$ cat config.mk
export PLATFORM = sky130hd
export DESIGN_NAME = bdx_exec
export DESIGN_NICKNAME = d
export VERILOG_FILES = /design/src/verilog/bdx_exec.v
export VERILOG_INCLUDE_DIRS = /design/src /design/src/verilog
export SDC_FILE = /design/constraint.sdc
export NUM_CORES = 1
export LEC_CHECK = 0
export BUFFER_PORTS_ARGS = -buffer_cell sky130_fd_sc_hd__buf_4
export CORE_MARGIN = 4
export CORE_UTILIZATION = 45
export CTS_CLUSTER_DIAMETER = 80
export CTS_CLUSTER_SIZE = 28
export DETAILED_ROUTE_END_ITERATION = 10
export PLACE_DENSITY = 0.7
export SYNTH_ARGS = -nofsm -noshare
export SYNTH_HDL_FRONTEND = slang
export SYNTH_SLANG_ARGS = --single-unit
$ cat constraint.sdc
create_clock -name CLK_SYS -period 4.15 [get_ports CLK_SYS]
set_input_delay 1.0375 -clock CLK_SYS [delete_from_list [all_inputs] [get_ports CLK_SYS]]
set_output_delay 1.0375 -clock CLK_SYS [all_outputs]
set_load 0.01 [all_outputs]
$ cat src/verilog/bdx_defs.vh
`ifndef BDX_DEFS_VH
`define BDX_DEFS_VH
// command codes
`define BDX_CMD_NOP 8'h00
`define BDX_CMD_GO 8'h08
`define BDX_CMD_GO_UNTIL 8'h0c
`define BDX_CMD_TRACE 8'h07
`define BDX_CMD_RDMEM_B 8'h30
`define BDX_CMD_RDMEM_BS 8'h31
`define BDX_CMD_RDMEM_W 8'h34
`define BDX_CMD_RDMEM_WS 8'h35
`define BDX_CMD_RDMEM_L 8'h38
`define BDX_CMD_RDMEM_LS 8'h39
`define BDX_CMD_RDREG_BASE 8'h60
`define BDX_CMD_RDREG_MASK 8'hf0
// register map, byte addresses
`define BDX_REG_CTRL 4'h0
`define BDX_REG_STAT 4'h4
`define BDX_REG_CMD 4'h8
`define BDX_REG_ADDR 4'hc
`define BDX_REG_RDATA 5'h10
`define BDX_REG_RDATA2 5'h14
`define BDX_REG_IRQ 5'h18
`define BDX_REG_MASK 5'h1c
// ctrl bits
`define BDX_CTRL_ACKEN 0
`define BDX_CTRL_SYNC 1
// irq bits
`define BDX_IRQ_DONE 0
`define BDX_IRQ_ILL 1
`define BDX_IRQ_HALT 2
`define BDX_IRQ_W 3
// status low byte layout
`define BDX_ST_HALTED 6
`define BDX_ST_ACKEN 5
`define BDX_ST_ILL 4
`define BDX_ST_BUSY 3
// timing: fixed delay slot and response timeout
`define BDX_DLY_CYCLES 16
`define BDX_TIMEOUT_CYCLES 512
`endif

$ cat src/verilog/bdx_exec.v
`timescale 1ns/1ps
`include "bdx_defs.vh"
module bdx_exec #(
    parameter REG_W = 32,
    parameter TIMEOUT = `BDX_TIMEOUT_CYCLES
) (
    input wire CLK_SYS,
    input wire RST,
    input wire [4:0] AVS_ADDRESS,
    input wire AVS_READ,
    input wire AVS_WRITE,
    input wire [31:0] AVS_WRITEDATA,
    output reg [31:0] AVS_READDATA,
    output wire AVS_WAITREQUEST,
    output wire IRQ,
    input wire CPU_HALTED,
    output reg CPU_RESUME,
    output reg CPU_FLUSH,
    output reg [3:0] REG_NUM,
    output reg REG_RD,
    input wire [REG_W-1:0] REG_DATA,
    output reg MEM_RD,
    output reg [23:0] MEM_ADDR,
    output reg [1:0] MEM_SIZE,
    input wire MEM_DONE,
    input wire [31:0] MEM_DATA,
    output reg TB_RD,
    output reg TB_HALF,
    input wire TB_DONE,
    input wire [31:0] TB_DATA,
    output reg ACK_PULSE,
    output reg DLY_DONE
);
    localparam S_IDLE = 3'd0;
    localparam S_MEM = 3'd1;
    localparam S_TB1 = 3'd2;
    localparam S_TBW = 3'd3;
    localparam S_TB2 = 3'd4;
    localparam S_GOU = 3'd5;
    localparam S_DLY = 3'd6;

    reg [2:0] st_ff;
    reg [7:0] cmd_ff;
    reg acken_ff;
    reg ill_ff;
    reg noresp_ff;
    reg [31:0] data_ff;
    reg [31:0] data2_ff;
    reg [3:0] irq_ff;
    reg [3:0] mask_ff;
    reg [9:0] cnt_ff;
    reg [4:0] dly_ff;
    reg halt_s1_ff;
    reg halt_s2_ff;
    reg halt_s3_ff;
    reg rd_ok_ff;

    wire [7:0] stat_lo;
    wire cmd_wr;
    wire busy;
    wire [7:0] wcmd;
    wire rdreg_cmd;
    wire ws;
    wire [3:0] ev;
    wire halt_entry;
    wire rd_take;
    wire [31:0] reg_data_ext;

    // halt comes from the cpu domain pins
    always @(posedge CLK_SYS) begin
        if (RST) begin
            halt_s1_ff <= 1'b0;
            halt_s2_ff <= 1'b0;
            // starts high, but with the first two stages reset low a cpu already halted out of reset still shows as an entry
            halt_s3_ff <= 1'b1;
        end else begin
            halt_s1_ff <= CPU_HALTED;
            halt_s2_ff <= halt_s1_ff;
            // only the entry detector reads this third stage
            halt_s3_ff <= halt_s2_ff;
        end
    end

    // one wait state per read, so registered read data stands when taken
    always @(posedge CLK_SYS) begin
        if (RST) begin
            rd_ok_ff <= 1'b0;
        end else begin
            rd_ok_ff <= rd_take;
        end
    end

    assign busy = (st_ff != S_IDLE);
    // status byte the with-status reads return
    assign stat_lo = {1'b0, halt_s2_ff, acken_ff, ill_ff, busy, noresp_ff, 2'b00};

    // reads see one wait state, writes none
    assign rd_take = AVS_READ && !rd_ok_ff;
    assign AVS_WAITREQUEST = rd_take;
    assign IRQ = |(irq_ff & mask_ff);
    assign cmd_wr = AVS_WRITE && (AVS_ADDRESS == `BDX_REG_CMD) && !busy;
    assign wcmd = AVS_WRITEDATA[7:0];
    assign rdreg_cmd = (wcmd & `BDX_CMD_RDREG_MASK) == `BDX_CMD_RDREG_BASE;
    assign ws = cmd_ff[0];
    assign halt_entry = halt_s2_ff & ~halt_s3_ff;
    assign ev = {1'b0, halt_entry, 2'b00};

    // narrow registers pad with zero bytes;
    // a full width one passes whole, with no zero-width replication
    generate
        if (REG_W < 32) begin : g_pad
            assign reg_data_ext = {{(32-REG_W){1'b0}}, REG_DATA};
        end else begin : g_full
            assign reg_data_ext = REG_DATA[31:0];
        end
    endgenerate

    always @(posedge CLK_SYS) begin
        if (RST) begin
            AVS_READDATA <= 32'h0000_0000;
        end else if (rd_take) begin
            if (AVS_ADDRESS == `BDX_REG_CTRL) begin
                AVS_READDATA <= {31'h0, acken_ff};
            end else if (AVS_ADDRESS == `BDX_REG_STAT) begin
                AVS_READDATA <= {24'h0, stat_lo};
            end else if (AVS_ADDRESS == `BDX_REG_CMD) begin
                AVS_READDATA <= {24'h0, cmd_ff};
            end else if (AVS_ADDRESS == `BDX_REG_ADDR) begin
                AVS_READDATA <= {8'h00, MEM_ADDR};
            end else if (AVS_ADDRESS == `BDX_REG_RDATA) begin
                AVS_READDATA <= data_ff;
            end else if (AVS_ADDRESS == `BDX_REG_RDATA2) begin
                AVS_READDATA <= data2_ff;
            end else if (AVS_ADDRESS == `BDX_REG_IRQ) begin
                AVS_READDATA <= {28'h0, irq_ff};
            end else if (AVS_ADDRESS == `BDX_REG_MASK) begin
                AVS_READDATA <= {28'h0, mask_ff};
            end else begin
                AVS_READDATA <= 32'h0000_0000;
            end
        end
    end

    always @(posedge CLK_SYS) begin
        if (RST) begin
            st_ff <= S_IDLE;
            cmd_ff <= 8'h00;
            acken_ff <= 1'b0;
            ill_ff <= 1'b0;
            noresp_ff <= 1'b0;
            data_ff <= 32'h0000_0000;
            data2_ff <= 32'h0000_0000;
            irq_ff <= 4'h0;
            mask_ff <= 4'h0;
            cnt_ff <= 10'h000;
            dly_ff <= 5'h00;
            CPU_RESUME <= 1'b0;
            CPU_FLUSH <= 1'b0;
            REG_NUM <= 4'h0;
            REG_RD <= 1'b0;
            MEM_RD <= 1'b0;
            MEM_ADDR <= 24'h000000;
            MEM_SIZE <= 2'b00;
            TB_RD <= 1'b0;
            TB_HALF <= 1'b0;
            ACK_PULSE <= 1'b0;
            DLY_DONE <= 1'b0;
        end else begin
            CPU_RESUME <= 1'b0;
            CPU_FLUSH <= 1'b0;
            REG_RD <= 1'b0;
            ACK_PULSE <= 1'b0;
            DLY_DONE <= 1'b0;

            // cleared in the cycle the read captures it; set wins over the clear
            if (rd_take && AVS_ADDRESS == `BDX_REG_IRQ) begin
                irq_ff <= ev;
            end else begin
                irq_ff <= irq_ff | ev;
            end

            if (AVS_WRITE && AVS_ADDRESS == `BDX_REG_MASK) begin
                mask_ff <= AVS_WRITEDATA[3:0];
            end

            if (AVS_WRITE && AVS_ADDRESS == `BDX_REG_CTRL) begin
                acken_ff <= AVS_WRITEDATA[`BDX_CTRL_ACKEN];
                // sync ends a pending resume-until-halt
                if (AVS_WRITEDATA[`BDX_CTRL_SYNC]) begin
                    st_ff <= S_IDLE;
                    MEM_RD <= 1'b0;
                    TB_RD <= 1'b0;
                end
            end

            if (cmd_wr) begin
                cmd_ff <= wcmd;
                if (wcmd == `BDX_CMD_NOP) begin
                    // filler, only records the command and raises the done interrupt bit
                    irq_ff[`BDX_IRQ_DONE] <= 1'b1;
                end else if (wcmd == `BDX_CMD_GO || wcmd == `BDX_CMD_GO_UNTIL) begin
                    if (!halt_s2_ff) begin
                        ill_ff <= 1'b1;
                        irq_ff[`BDX_IRQ_ILL] <= 1'b1;
                    end else begin
                        // cpu refetches from its live pc, so edits stick
                        CPU_RESUME <= 1'b1;
                        CPU_FLUSH <= 1'b1;
                        if (wcmd == `BDX_CMD_GO_UNTIL && acken_ff) begin
                            st_ff <= S_GOU;
                        end else begin
                            ACK_PULSE <= acken_ff;
                            irq_ff[`BDX_IRQ_DONE] <= 1'b1;
                        end
                    end
                end else if (rdreg_cmd) begin
                    if (!halt_s2_ff) begin
                        ill_ff <= 1'b1;
                        irq_ff[`BDX_IRQ_ILL] <= 1'b1;
                    end else begin
                        REG_NUM <= wcmd[3:0];
                        REG_RD <= 1'b1;
                        data_ff <= reg_data_ext;
                        ACK_PULSE <= acken_ff;
                        irq_ff[`BDX_IRQ_DONE] <= 1'b1;
                    end
                end else if (wcmd[7:4] == 4'h3 && wcmd[1] == 1'b0 && wcmd[3:2] != 2'b11) begin
                    MEM_SIZE <= wcmd[3:2];
                    MEM_ADDR <= (wcmd[3:2] == 2'b10) ?
                        {AVS_WRITEDATA[31:10], 2'b00} : AVS_WRITEDATA[31:8];
                    MEM_RD <= 1'b1;
                    cnt_ff <= 10'h000;
                    st_ff <= S_MEM;
                end else if (wcmd == `BDX_CMD_TRACE) begin
                    TB_RD <= 1'b1;
                    TB_HALF <= 1'b0;
                    cnt_ff <= 10'h000;
                    st_ff <= S_TB1;
                end else begin
                    ill_ff <= 1'b1;
                    irq_ff[`BDX_IRQ_ILL] <= 1'b1;
                end
            end else begin
                case (st_ff)
                    S_MEM: begin
                        cnt_ff <= cnt_ff + 10'h001;
                        if (MEM_DONE) begin
                            MEM_RD <= 1'b0;
                            // right-justified, msb first on the wire
                            data_ff <= MEM_DATA;
                            if (ws) begin
                                dly_ff <= 5'h00;
                                st_ff <= S_DLY;
                            end else begin
                                ACK_PULSE <= acken_ff;
                                irq_ff[`BDX_IRQ_DONE] <= 1'b1;
                                st_ff <= S_IDLE;
                            end
                        end else if (cnt_ff == TIMEOUT[9:0]) begin
                            MEM_RD <= 1'b0;
                            noresp_ff <= 1'b1;
                            st_ff <= S_IDLE;
                        end
                    end
                    S_DLY: begin
                        dly_ff <= dly_ff + 5'h01;
                        if (dly_ff == `BDX_DLY_CYCLES - 1) begin
                            // status captured after access
                            data2_ff <= {24'h0, stat_lo};
                            DLY_DONE <= 1'b1;
                            irq_ff[`BDX_IRQ_DONE] <= 1'b1;
                            st_ff <= S_IDLE;
                        end
                    end
                    S_TB1, S_TB2: begin
                        cnt_ff <= cnt_ff + 10'h001;
                        if (TB_DONE) begin
                            TB_RD <= 1'b0;
                            ACK_PULSE <= acken_ff;
                            if (st_ff == S_TB1) begin
                                data_ff <= TB_DATA;
                                dly_ff <= 5'h00;
                                st_ff <= S_TBW;
                            end else begin
                                data2_ff <= TB_DATA;
                                irq_ff[`BDX_IRQ_DONE] <= 1'b1;
                                st_ff <= S_IDLE;
                            end
                        end else if (cnt_ff == TIMEOUT[9:0]) begin
                            // second half can still time out
                            TB_RD <= 1'b0;
                            noresp_ff <= 1'b1;
                            st_ff <= S_IDLE;
                        end
                    end
                    S_TBW: begin
                        // gap covers hosts running without acknowledge
                        dly_ff <= dly_ff + 5'h01;
                        if (dly_ff == `BDX_DLY_CYCLES - 1) begin
                            TB_RD <= 1'b1;
                            TB_HALF <= 1'b1;
                            cnt_ff <= 10'h000;
                            st_ff <= S_TB2;
                        end
                    end
                    S_GOU: begin
                        // no timeout here, waits for halt entry or a sync write
                        // entry edge, since the synced level lags the resume by three cycles
                        if (halt_entry) begin
                            ACK_PULSE <= acken_ff;
                            irq_ff[`BDX_IRQ_DONE] <= 1'b1;
                            st_ff <= S_IDLE;
                        end
                    end
                    default: begin
                        st_ff <= S_IDLE;
                    end
                endcase
            end
        end
    end
endmodule // bdx_exec
==> results of run 1 <==
## cell usage after synthesis (all sizes together), types with 2 or more instances
cell type  count  area share
o21ai         22       0.014
a22oi         40       0.038
nor3          25       0.019
a222oi        18       0.023
and2           4      0.0031
nor4           3      0.0024
mux2i         15       0.019
nand2b        10      0.0079
a211oi         8      0.0076
and3           9      0.0071
nand2        149       0.070
o2bb2ai        3      0.0033
a22o           6      0.0066
nor3b          5      0.0047
or3            3      0.0030
a31oi          6      0.0047
a21oi         88       0.055
nor2b         13       0.010
or3b           2      0.0022
a2bb2oi       16       0.018
and4           2      0.0022
a311oi        37       0.044
buf           33       0.026
nand4          3      0.0024
o211ai         2      0.0019
a221oi        12       0.013
a21o           3      0.0028
nand3         46       0.030
and3b          2      0.0022
ha             4      0.0063
dfxtp        173        0.44
nor2         111       0.053
o22ai          7      0.0072
inv           13      0.0061
nand3b         2      0.0019
o32ai          2      0.0022
o21a           2      0.0019
clkbuf        48       0.023
## final timing paths
path | start | to | slack [ns] | cells past startpoint
max | AVS_READ | AVS_WAITREQUEST | 1.27 | 5
min | halt_s1_ff | halt_s2_ff | 0.44 | 1
max reg2reg | st_ff[0] | data_ff[31] | 1.33 | 6
min reg2reg | halt_s1_ff | halt_s2_ff | 0.44 | 1
## state kept, by name, summed over array words and instances, names as in the netlist, 2 cells and up
name          count
mask_ff           4
dly_ff            5
AVS_READDATA     32
data_ff          32
cnt_ff           10
cmd_ff            8
irq_ff            3
st_ff             3
MEM_ADDR         24
REG_NUM           4
data2_ff         32
MEM_SIZE          2
## metrics by stage
step / cell area (µm²) / cells / utilization
after global placement: 9580 / 1335 / 0.554
after detailed placement: 9580 / 1335 / 0.554
after global routing: 10100 / 1367 / 0.586
after floorplan: 7950 / 963 / -
final: 10100 / 1367 / 0.586
after CTS: 10100 / 1367 / 0.586
## layout make-up
| type | instances | area (µm²) |
|---|---|---|
| Clock buffer | 17 | 425 |
| Clock inverter | 15 | 125 |
| Fill cell | 1625 | 7160 |
| Inverter | 13 | 48.8 |
| Multi-Input combinational cell | 696 | 4070 |
| Sequential cell | 173 | 3460 |
| Tap cell | 225 | 282 |
| Timing Repair Buffer | 228 | 1720 |
## worst max-delay path, stage by stage
cell and delay, ns:
sky130_fd_sc_hd__buf_4 0.12, sky130_fd_sc_hd__nand2b_1 0.06, sky130_fd_sc_hd__buf_4 0.36, sky130_fd_sc_hd__inv_1 0.11
sky130_fd_sc_hd__buf_4 0.16
## cells by family after synthesis
family	synth area share
buffers and inverters	0.0547
and+or+nand+nor	0.226
xor gates and xnor gates	0.00220
adders and majority gates	0.00629
AOI/OAI and AO/OA	0.252
DFF	0.435
muxes	0.0231
## power by group through the flow
stage / Combinational (W) / Sequential [W] / Clock (W)
final: 0.000260 / 0.00168 / 0.00152
after global routing: 0.000278 / 0.00168 / 0.00160
after CTS: 0.000256 / 0.00168 / 0.00153
after detailed placement: 0.000255 / 0.00171 / 0
after global placement: 0.000255 / 0.00171 / 0
after floorplan: 0.0000982 / 0.00171 / 0
## layer usage
layer / vias up / global-route usage / share of wire
met2: 379 / 0.391 / 0.46
met1: 3698 / 0.346 / 0.43
met5: - / 0 / 0
met4: 0 / 0.0882 / 0.025
li1: 3842 / - / -
met3: 39 / 0.0526 / 0.089
==> run summary, run 1 <==
The total negative setup slack was 0 ns; the DRC violations left was 0. The fraction of layout cells with a size suffix above 1 was 0.248; the final count of hold timing violations was 0. Across the VDD grid, the largest voltage drop is 314 µV. The analysis attributes to net switching a power of 0.000872 W. Count of different cell masters after synthesis: 67. CTS placed an instance of sky130_fd_sc_hd__clkbuf_16 at the clock tree root.

Along the worst path, the maximum fanout reaches 32. The fraction of the yosys area taken by sequential cells is 0.435. The floorplan step set the die width to 141 µm.

After global routing the overflow that remains totals 0. Final hold analysis gives a worst-case slack of 0.439 ns. Leaving out fill and tap cells, the most frequent cell in the layout is sky130_fd_sc_hd__buf_4. The tools report the via count of the first global-routing pass as 7479. The run gives 0.075 as the combinational power share. For the clock share of power, the log shows 0.439. Leaving out fill and tap cells, the most frequent cells in the layout are sky130_fd_sc_hd__buf_4 (227), sky130_fd_sc_hd__dfxtp_1 (173), sky130_fd_sc_hd__nand2_1 (149). After floorplanning, the core was divided into 48 placement rows. Max-cap violations in this run came to 0.

Synthesized area divided by synthesized cell count: 8.26 µm². Subtracting the final worst setup slack from the clock period gives 2.88 ns. Number of I/O pins: 212. Required time reported for the critical path endpoint: 3.11 ns. Yosys mapped a number of flops with a built-in enable equal to 0. The fraction of the cycle the final worst path needs is 0.695.

STA classifies the critical path endpoint as a primary output. Clock-pin slew was measured on the worst setup and hold paths at 0.07 ns. The mean number of vias per cell was 5.82; the fraction of synthesis flops using an asynchronous set or reset pin was 0. Total number of clock tree sinks: 173. The synthesized cell area is 7950 µm².

The run finished with clean final reports. In this run the remaining antenna-violating nets after routing total 0. The clock passes through at most 2 buffers. The number of nets in the synthesized netlist is 1107.

The tools report the achievable clock frequency as 347 MHz. The first detailed-routing pass ran for 7 iterations. For the headroom to the max-slew limit, the log shows 0.464.

The transition time at the pin with the least slew margin is 0.803 ns, and the number of max-slew violations in the final report is 0. The total design power is 0.00345 W. On the final layout, the worst clock skew is 0.00677 ns. The critical path start-end classification is in -> out. Routability-driven placement finished with a final weighted congestion of 0.927. The wire length of the first global-routing pass is 40.3 mm.

Counting every instance in the synthesized netlist gives 963. The run gives 17300 µm² as the area of the placeable core. The run gives 0 as the initial antenna violation count.

The primary flip-flop cell chosen by synthesis mapping was sky130_fd_sc_hd__dfxtp_1. For the post-cts repair resize count, the log shows 0. The reported leakage power was 3.84 nW. The number of clock buffers added by TritonCTS is 17. The number of warnings reported in the yosys synthesis log is 0. The HPWL after detailed placement is 17.9 mm. TritonCTS built the clock tree.

The run gives 1273 as the net count reported at finish. The number of antenna diodes in the final layout is 0. The final layout contains routed wiring with a total length of 25.9 mm.

The number of setup buffers added after CTS is 0. The critical path launch point type was an input pin. The switching fraction of total power is 0.253, and the number of synthesized register bits is 173.

The final route contains 7958 vias. For the arrival time at the worst endpoint, the log shows 1.85 ns. The type of the most critical hold path is reg -> reg. The die covers 19900 µm².

The floorplan step set the die height to 141 µm. Across all setup checks in the final design, the least slack found is 1.27 ns. Before CTS, the worst setup slack after placement is 1.04 ns.

The logs give 0.251 for the aggregate global-route resource usage and 0.00258 W for the internal portion of total power. The sequential share of power was 0.485. The count of buffers added on input and output ports is 211. Clock latency on the worst-skew pair, taken at its later pin, is 0.43 ns.

Power spread over the standard cell area amounts to 341 nW/µm². The tools report the starting density of the core as 0.460. Setup repair after global routing left no endpoint under its margin.

Dividing the detail-routed wire length by the instance count gives 19.0 µm. After the first detailed-routing iteration, the DRC count stood at 711. The final-report setup violation count came out at 0. Entering global routing, the biggest net connects 65 pins. The run gives 0 as the post-cts hold buffer count.

The tools report the number of levels the H-tree was split into as 4. Compared with the post-synthesis result, the final layout area differs by 27.4%.
(Power assumes the default switching activity.)
==> run 2: changes to the inputs <==
--- a/config.mk
+++ b/config.mk
@@ -6,13 +6,14 @@
 export SDC_FILE = /design/constraint.sdc
 export NUM_CORES = 1
 export LEC_CHECK = 0
+export ABC_AREA = 1
 export BUFFER_PORTS_ARGS = -buffer_cell sky130_fd_sc_hd__buf_4
 export CORE_MARGIN = 4
 export CORE_UTILIZATION = 45
 export CTS_CLUSTER_DIAMETER = 80
 export CTS_CLUSTER_SIZE = 28
 export DETAILED_ROUTE_END_ITERATION = 10
-export PLACE_DENSITY = 0.7
+export PLACE_DENSITY = 0.69
 export SYNTH_ARGS = -nofsm -noshare
 export SYNTH_HDL_FRONTEND = slang
 export SYNTH_SLANG_ARGS = --single-unit
==> constraint.sdc (replaced) <==
create_clock -name CLK_SYS -period 3 [get_ports CLK_SYS]
set_input_delay 0.75 -clock CLK_SYS [delete_from_list [all_inputs] [get_ports CLK_SYS]]
set_output_delay 0.75 -clock CLK_SYS [all_outputs]
set_load 0.01 [all_outputs]
==> run 2 against run 1 <==
- global-route usage up 0.84 points
- sequential share of layout area decreased by 2.7 points
- synthesized cell count up 33%
- die area rose by 7.5%
- first-iteration DRC count increased by 27%
- critical path depth increased by 5
- cell area is 8.7% higher
- register-to-register slack worse by 1.1 ns
- clock power rose by 49%
- area after synthesis grew 8.0%
- critical path type is now reg -> reg
- critical endpoint is now data_ff[25]
==> run summary, run 2 <==
The flow ran to the end, and the final reports show no timing, DRC or antenna violations. The detailed-placement wirelength estimate came out at 20.4 mm. The run gives 8771 as the via count of the first global-routing pass. By count the netlist is led by sky130_fd_sc_hd__nand2_1 (345), sky130_fd_sc_hd__dfxtp_1 (173), sky130_fd_sc_hd__a21oi_1 (144), sky130_fd_sc_hd__nor2_1 (139), sky130_fd_sc_hd__inv_1 (130). Row generation in the floorplan step produced 50 rows.

The post-cts repair resize count is 0, and the horizontal extent of the die is 146 µm. The critical path's top delay family is simple AND/OR/NAND/NOR gates. The H-tree generated during clock tree synthesis spans 4 levels. The logs give 0.260 for the aggregate global-route resource usage and 0.00495 W for the total design power. After clock tree synthesis, the setup repair step added 0 buffers. Clock latency on the worst-skew pair, taken at its later pin, is 0.43 ns.

Traced cell by cell, the critical path runs through inv_2, nand2_1, nor2_1, inv_1, o21ai_1, nor2_4, buf_4, nand3_1, nand2_1, nor2_1. The count of antenna diodes in the layout was 0. The tools report the critical hold path startpoint as halt_s1_ff. The worst hold path belongs to the class reg -> reg. The fraction of the yosys area taken by sequential cells was 0.403. Starting density of the core: 0.458. The fraction of the cycle the final worst path needs is 0.907, and the worst slack on hold paths is 0.414 ns. The mean number of vias per cell is 5.33, and the number of I/O port buffers is 211. The number of warnings reported in the yosys synthesis log was 0. Setup violations remaining at the end of the flow were counted as 0. Fill cells in the final layout number 1855. In this run the critical register-to-register path is launched from st_ff[1]. Max-cap violations in this run came to 0. TritonCTS built the clock tree. For the final database, setup skew stands at 0.00880 ns.

In this run the remaining antenna-violating nets after routing total 0. The longest individual stage delay on the worst path was 0.90 ns. The critical path contains buffers and inverters numbering 3 combined. After the first detailed-routing iteration, the DRC count stood at 900. The synthesized design contains 0 enable-type register cells. The fraction of synthesis flops using an asynchronous set or reset pin was 0; the DRC violations left was 0. The routed design has 28.2 mm of wire. From synthesis to final layout, the design area changed by 28.3%. The library cell used most frequently in the layout, excluding fill and tap cells, is sky130_fd_sc_hd__nand2_1.

For the finished layout, the period the worst path requires is 2.72 ns. In the final layout, the registers with the most flip-flops are AVS_READDATA: 32 flops, data2_ff: 32 flops, data_ff: 32 flops. The most repeated cell in the gate-level netlist after synthesis is sky130_fd_sc_hd__nand2_1. Clock-pin slew was measured on the worst setup and hold paths at 0.07 ns. Setup repair after global routing left no endpoint under its margin.

The run gives 11000 µm² as the final cell area excluding filler cells. The root buffer cell chosen for the clock tree is sky130_fd_sc_hd__clkbuf_16. The logs give 0.958 for the final estimated routing congestion in global placement and 1612 for the net count reported at finish. Yosys attributes the largest share of cell area to sky130_fd_sc_hd__dfxtp_1 (40%), sky130_fd_sc_hd__nand2_1 (15%), sky130_fd_sc_hd__a21oi_1 (8.4%). For the number of placed instances, taps included, the log shows 1683. When the netlist entered floorplanning its net count stood at 1428. Critical path start-end classification: reg -> reg. Number of max-slew violations in the final report: 0.

The headroom to the max-slew limit is 0.246, and the fraction of layout cells with a size suffix above 1 is 0.196. The via total after detailed routing came out at 9140. The die area came out at 21400 µm². The logs give 10400 µm² for the cell area reported after detailed placement and 0.28 ns for the internal reg-to-reg setup slack. Measured along the y axis, the die boundary spans 146 µm. The endpoint of the worst hold path was halt_s2_ff.

The area share of the leading cell type in the synthesized netlist is 0.403. The core region is 18800 µm². The count of different cell masters after synthesis came out at 40. The required time reported for the critical path endpoint is 3.33 ns, and the number of detailed-route iterations in the first pass is 5. The worst-case IR drop observed on VDD is 342 µV. The achievable clock frequency is 367 MHz, and the areal power density over the cells is 450 nW/µm². In this run the deepest clock path goes through 2 buffers. The post-cts hold buffer count was 0; the pin count of the biggest net entering global routing was 65.

The depth of the worst hold-timing path came out at 2. Adding up every negative setup slack in the final design gives 0 ns. 212 I/O pins were placed.

The end of the worst register-to-register path was data_ff[25]. Dividing the detail-routed wire length by the instance count gives 16.5 µm. The arrival time at the worst endpoint is 3.05 ns, and the total congestion overflow is 0. Among all flip-flop cells after synthesis, the most frequent one is sky130_fd_sc_hd__dfxtp_1.

The cell area that synthesis handed to floorplanning was 8590 µm². sky130_fd_sc_hd__dfxtp_1 takes more of the synthesized area than any other cell. For this design, the sink count on the clock tree is 173. The number of synthesized register bits is 173. The standard cell with the maximum stage delay on the critical path was sky130_fd_sc_hd__nor2_4.

The run gives 0 as the initial antenna violation count. Critical path launch point type: a flip-flop. The top fanout value on the critical path was 52; the final count of hold timing violations was 0.

The reported leakage power is 4.89 nW. Counting cells, the worst reg-to-reg path comes to 10. The first global-routing pass estimated 45.3 mm of wire.

Leaving out fill and tap cells, the most frequent cells in the layout are sky130_fd_sc_hd__nand2_1 (345), sky130_fd_sc_hd__buf_4 (233), sky130_fd_sc_hd__dfxtp_1 (173). Counting every instance in the synthesized netlist gives 1284. The tools report the post-layout instance count excluding filler cells as 1715. The endpoint type of the worst setup path was a flip-flop. Transition time at the pin with the least slew margin: 1.13 ns. The synthesized area divided by synthesized cell count works out to 6.69 µm². Buffers inserted during clock tree synthesis total 17.
run 2: worst max path at each step:
stage	start	end	depth (start not counted)
3_3_place_gp	AVS_WRITEDATA[5]	data_ff[27]	11
5_1_grt	st_ff[1]	data_ff[28]	10
2_1_floorplan	AVS_READ	AVS_WAITREQUEST	4
3_5_place_dp	AVS_WRITEDATA[5]	data_ff[25]	11
4_1_cts	st_ff[1]	data_ff[25]	10
6_report	st_ff[1]	data_ff[25]	10
run 2: metrics by stage:
step,utilization,worst slack [ns]
after floorplan,-,0.724
after global placement,0.555,0.176
after detailed placement,0.555,0.142
after CTS,0.587,0.284
after global routing,0.587,0.0262
final,0.587,0.278
run 2: cells by family after synthesis:
| family | after synthesis | share of synthesized area |
|---|---|---|
| xor gates and xnor gates | 1 | 0.00102 |
| DFF | 173 | 0.403 |
| AOI/OAI and AO/OA | 309 | 0.210 |
| adders and majority gates | 4 | 0.00583 |
| and+or+nand+nor | 592 | 0.285 |
| buffers and inverters | 205 | 0.0949 |
run 2: worst min-delay path, stage by stage (launching register included):
cell and delay [ns]:
sky130_fd_sc_hd__dfxtp_1 0.30, sky130_fd_sc_hd__inv_1 0.04, sky130_fd_sc_hd__nor2_1 0.03
run 2: metal layers:
layer	up-vias	GRT usage	wire length, µm	share of wire
met5	-	0	0	0
met4	0	0.0818	771	0.027
li1	4560	-	-	-
met2	370	0.433	13100	0.46
met1	4153	0.331	12000	0.43
met3	57	0.0658	2360	0.083
run 2: layout make-up:
class / count / area, µm² / area share
multi-input cells: 906 / 4330 / 0.393
flip-flops and latches: 173 / 3460 / 0.314
repair buffers: 237 / 1830 / 0.166
inverters: 133 / 499 / 0.0453
clock buffers: 17 / 425 / 0.0386
well taps: 234 / 293 / 0.0266
clock inverters: 15 / 176 / 0.0160
run 2: where the power goes:
group          switching [W]  internal [W]
Clock                0.00107       0.00119
Sequential        0.00000966       0.00231
Combinational       0.000192      0.000178
==> run 3: changes to the inputs <==
--- a/config.mk
+++ b/config.mk
@@ -10,7 +10,7 @@
 export BUFFER_PORTS_ARGS = -buffer_cell sky130_fd_sc_hd__buf_4
 export CORE_MARGIN = 4
 export CORE_UTILIZATION = 45
-export CTS_CLUSTER_DIAMETER = 80
+export CTS_CLUSTER_DIAMETER = 200
 export CTS_CLUSTER_SIZE = 28
 export DETAILED_ROUTE_END_ITERATION = 10
 export PLACE_DENSITY = 0.69
==> constraint.sdc (replaced) <==
create_clock -name CLK_SYS -period 2.9 [get_ports CLK_SYS]
set_input_delay 0.725 -clock CLK_SYS [delete_from_list [all_inputs] [get_ports CLK_SYS]]
set_output_delay 0.725 -clock CLK_SYS [all_outputs]
set_load 0.01 [all_outputs]
==> run 3 against run 2 <==
- via count decreased by 2.2%
- die area is the same
- final cell count is 0.17% lower
- largest cell class unchanged
- register-to-register slack better by 0.36 ns
- worst hold slack better by 0.0049 ns
- first-iteration DRC count fell by 36%
- global-route usage down 0.74 points
- critical endpoint is now data_ff[11]
==> run summary, run 3 (synthesis results as in run 2) <==
By instance count, the cell type seen most on the critical path is sky130_fd_sc_hd__nand2_1. The total number of clock tree sinks came out at 173. The run gives 0.0151 ns as the final clock skew. The run finished with clean final reports. The number of max-slew violations in the final report was 0; the fraction of the cycle the final worst path needs was 0.781.

The die covers 21400 µm². The cell sitting at the root of the clock tree is a sky130_fd_sc_hd__clkbuf_16. Routability-driven placement finished with a final weighted congestion of 0.913. The die boundary height was 146 µm. Walking the worst path, the cells encountered are inv_2, nor2_1, nand2_1, nand2_2, buf_4, nand2_1, a21boi_0, nand2_1, inv_1, nand3_1, nand2_1, nor2_1. For the worst setup path, the data required time is 3.28 ns.

The logs give 212 for the number of I/O pins and 0 for the post-CTS repair timing setup buffer count. The wire length of the first global-routing pass is 43.9 mm, and the mean number of vias per cell is 5.22. The areal power density over the cells works out to 460 nW/µm². The count of routing violations after the opening detailed-route iteration was 572; the horizontal extent of the die was 146 µm. The transition time at the pin with the least slew margin was 0.761 ns; the count of antenna diodes in the layout was 0.

Setup repair after global routing left no endpoint under its margin. The tools report the endpoint type of the worst setup path as a flip-flop. The total overflow left after global routing is 0. The final period demand of the worst path was 2.26 ns.

The starting density of the core was 0.458. In the final layout, the registers with the most flip-flops are AVS_READDATA: 32 flops, data2_ff: 32 flops, data_ff: 32 flops. For the post-cts hold buffer count, the log shows 0.

The critical hold path startpoint was halt_s1_ff. The logs give 18800 µm² for the area of the placeable core and 0.45 ns for the clock network latency to the later pin of the worst-skew pair. After clock tree synthesis, the clock-pin slew on the worst setup and hold paths is 0.07 ns.

The run gives 0 as the remaining antenna violation count after routing. The library cells used most frequently in the layout, excluding fill and tap cells, are sky130_fd_sc_hd__nand2_1 (345), sky130_fd_sc_hd__buf_4 (228), sky130_fd_sc_hd__dfxtp_1 (173). The library cell used most frequently in the layout, excluding fill and tap cells, is sky130_fd_sc_hd__nand2_1. The count of max-cap constraint violations is 0, and the total wire length is 27.6 mm. The detailed router placed 8943 vias in this run. The worst hold path belongs to the class reg -> reg.

The depth of the worst hold-timing path is 2, and the top fanout value on the critical path is 38. The clock passes through at most 2 buffers. In the routed design, unresolved DRC markers number 0. The logs give 8350 for the via count of the first global-routing pass and 1609 for the net count reported at finish. Summed over all failing endpoints, the final setup total negative slack is 0 ns.

The tools report the final count of hold timing violations as 0. The worst setup path is launched from a flip-flop. The worst hold path terminates at halt_s2_ff. The row count is 50, and the number of detailed-route iterations in the first pass is 5.

The reported leakage power is 4.89 nW. For the aggregate global-route resource usage, the log shows 0.252. TritonCTS built the clock tree.

Summing internal, switching and leakage power gives 0.00506 W. The tools report the achievable clock frequency as 442 MHz. Compared with the post-synthesis result, the final layout area differs by 28.2%.

The standard cell with the maximum stage delay on the critical path was sky130_fd_sc_hd__dfxtp_1. In this run the register-to-register setup slack is 0.64 ns. Entering global routing, the biggest net connects 65 pins. In this design, the stage delay of the slowest critical-path cell is 0.47 ns. Fraction of layout cells with a size suffix above 1: 0.194.

The initial antenna violation count is 0, and the detailed-placement wirelength estimate is 20.1 mm. In this run, post-CTS repair resized a total of 0 instances. The arrival time at the worst endpoint is 2.64 ns, and the CTS buffer count is 17. The worst register-to-register path begins at st_ff[1]. After detailed routing, the average wire length per cell comes to 16.1 µm. Setup violations remaining at the end of the flow were counted as 0.

The tools report the end of the worst register-to-register path as data_ff[11]. The number of cells on the worst reg-to-reg path is 12. The H-tree was split into 4 levels.

For the headroom to the max-slew limit, the log shows 0.491. The number of I/O port buffers came out at 211. By startpoint and endpoint, the worst setup path is classified as reg -> reg. For the worst IR drop on VDD, the log shows 387 µV.
==> run 3: cell count changes in the layout (fill, tap and decap cells not counted), sizes merged <==
cell      before  now
buf          237  234
clkinvlp       3    0
inv          139  142
bufinv         1    0
clkinv         5    6
==> run 3: critical path: cells and delay by family, from the launching register on <==
family / cells / cell delay [ns]
buffers and inverters: 3 / 0.56
and+or+nand+nor: 8 / 0.98
DFF: 1 / 0.47
AOI/OAI and AO/OA: 1 / 0.18
==> run 3: power breakdown <==
group          leakage, nW  switching, W  internal (W)  total [W]
sequential            1.40    0.00000988       0.00239    0.00240
clock                0.290       0.00112       0.00116    0.00229
combinational         3.20      0.000196      0.000183   0.000379
total                 4.89       0.00133       0.00374    0.00506
==> run 3: worst max path at each step <==
stage / start / end / slack (ns) / depth (start not counted)
2_1_floorplan: AVS_READ / AVS_WAITREQUEST / 0.67 / 4
6_report: st_ff[1] / data_ff[11] / 0.64 / 12
5_1_grt: dly_ff[0] / cnt_ff[1] / 0.38 / 11
4_1_cts: dly_ff[0] / cnt_ff[1] / 0.65 / 11
3_5_place_dp: AVS_ADDRESS[2] / data_ff[27] / 0.26 / 11
3_3_place_gp: AVS_ADDRESS[4] / cnt_ff[0] / 0.30 / 11
==> run 3: through the flow <==
step                      utilization  hold WS (ns)  cell area, µm²  worst slack (ns)  instances
after CTS                       0.586         0.423           11000             0.654       1712
after global routing            0.586         0.435           11000             0.384       1712
final                           0.586         0.419           11000             0.636       1712
after detailed placement        0.555         0.406           10400             0.257       1680
after global placement          0.555         0.411           10400             0.303       1680
after floorplan                     -         0.388            8590             0.674       1284
==> run 3: area by class of cell <==
| type | instances | area, µm² |
|---|---|---|
| tap | 234 | 293 |
| clock buffer | 17 | 425 |
| inverter | 133 | 499 |
| timing repair buffer | 234 | 1830 |
| fill | 1871 | 7760 |
| sequential | 173 | 3460 |
| clock inverter | 15 | 161 |
| multi-input combinational | 906 | 4330 |
==> run 3: metal layers <==
layer | GRT usage | up-vias | share of wire
met3 | 0.0599 | 38 | 0.080
met5 | 0 | - | 0
met4 | 0.0715 | 0 | 0.018
met1 | 0.325 | 4032 | 0.43
li1 | - | 4553 | -
met2 | 0.423 | 320 | 0.47
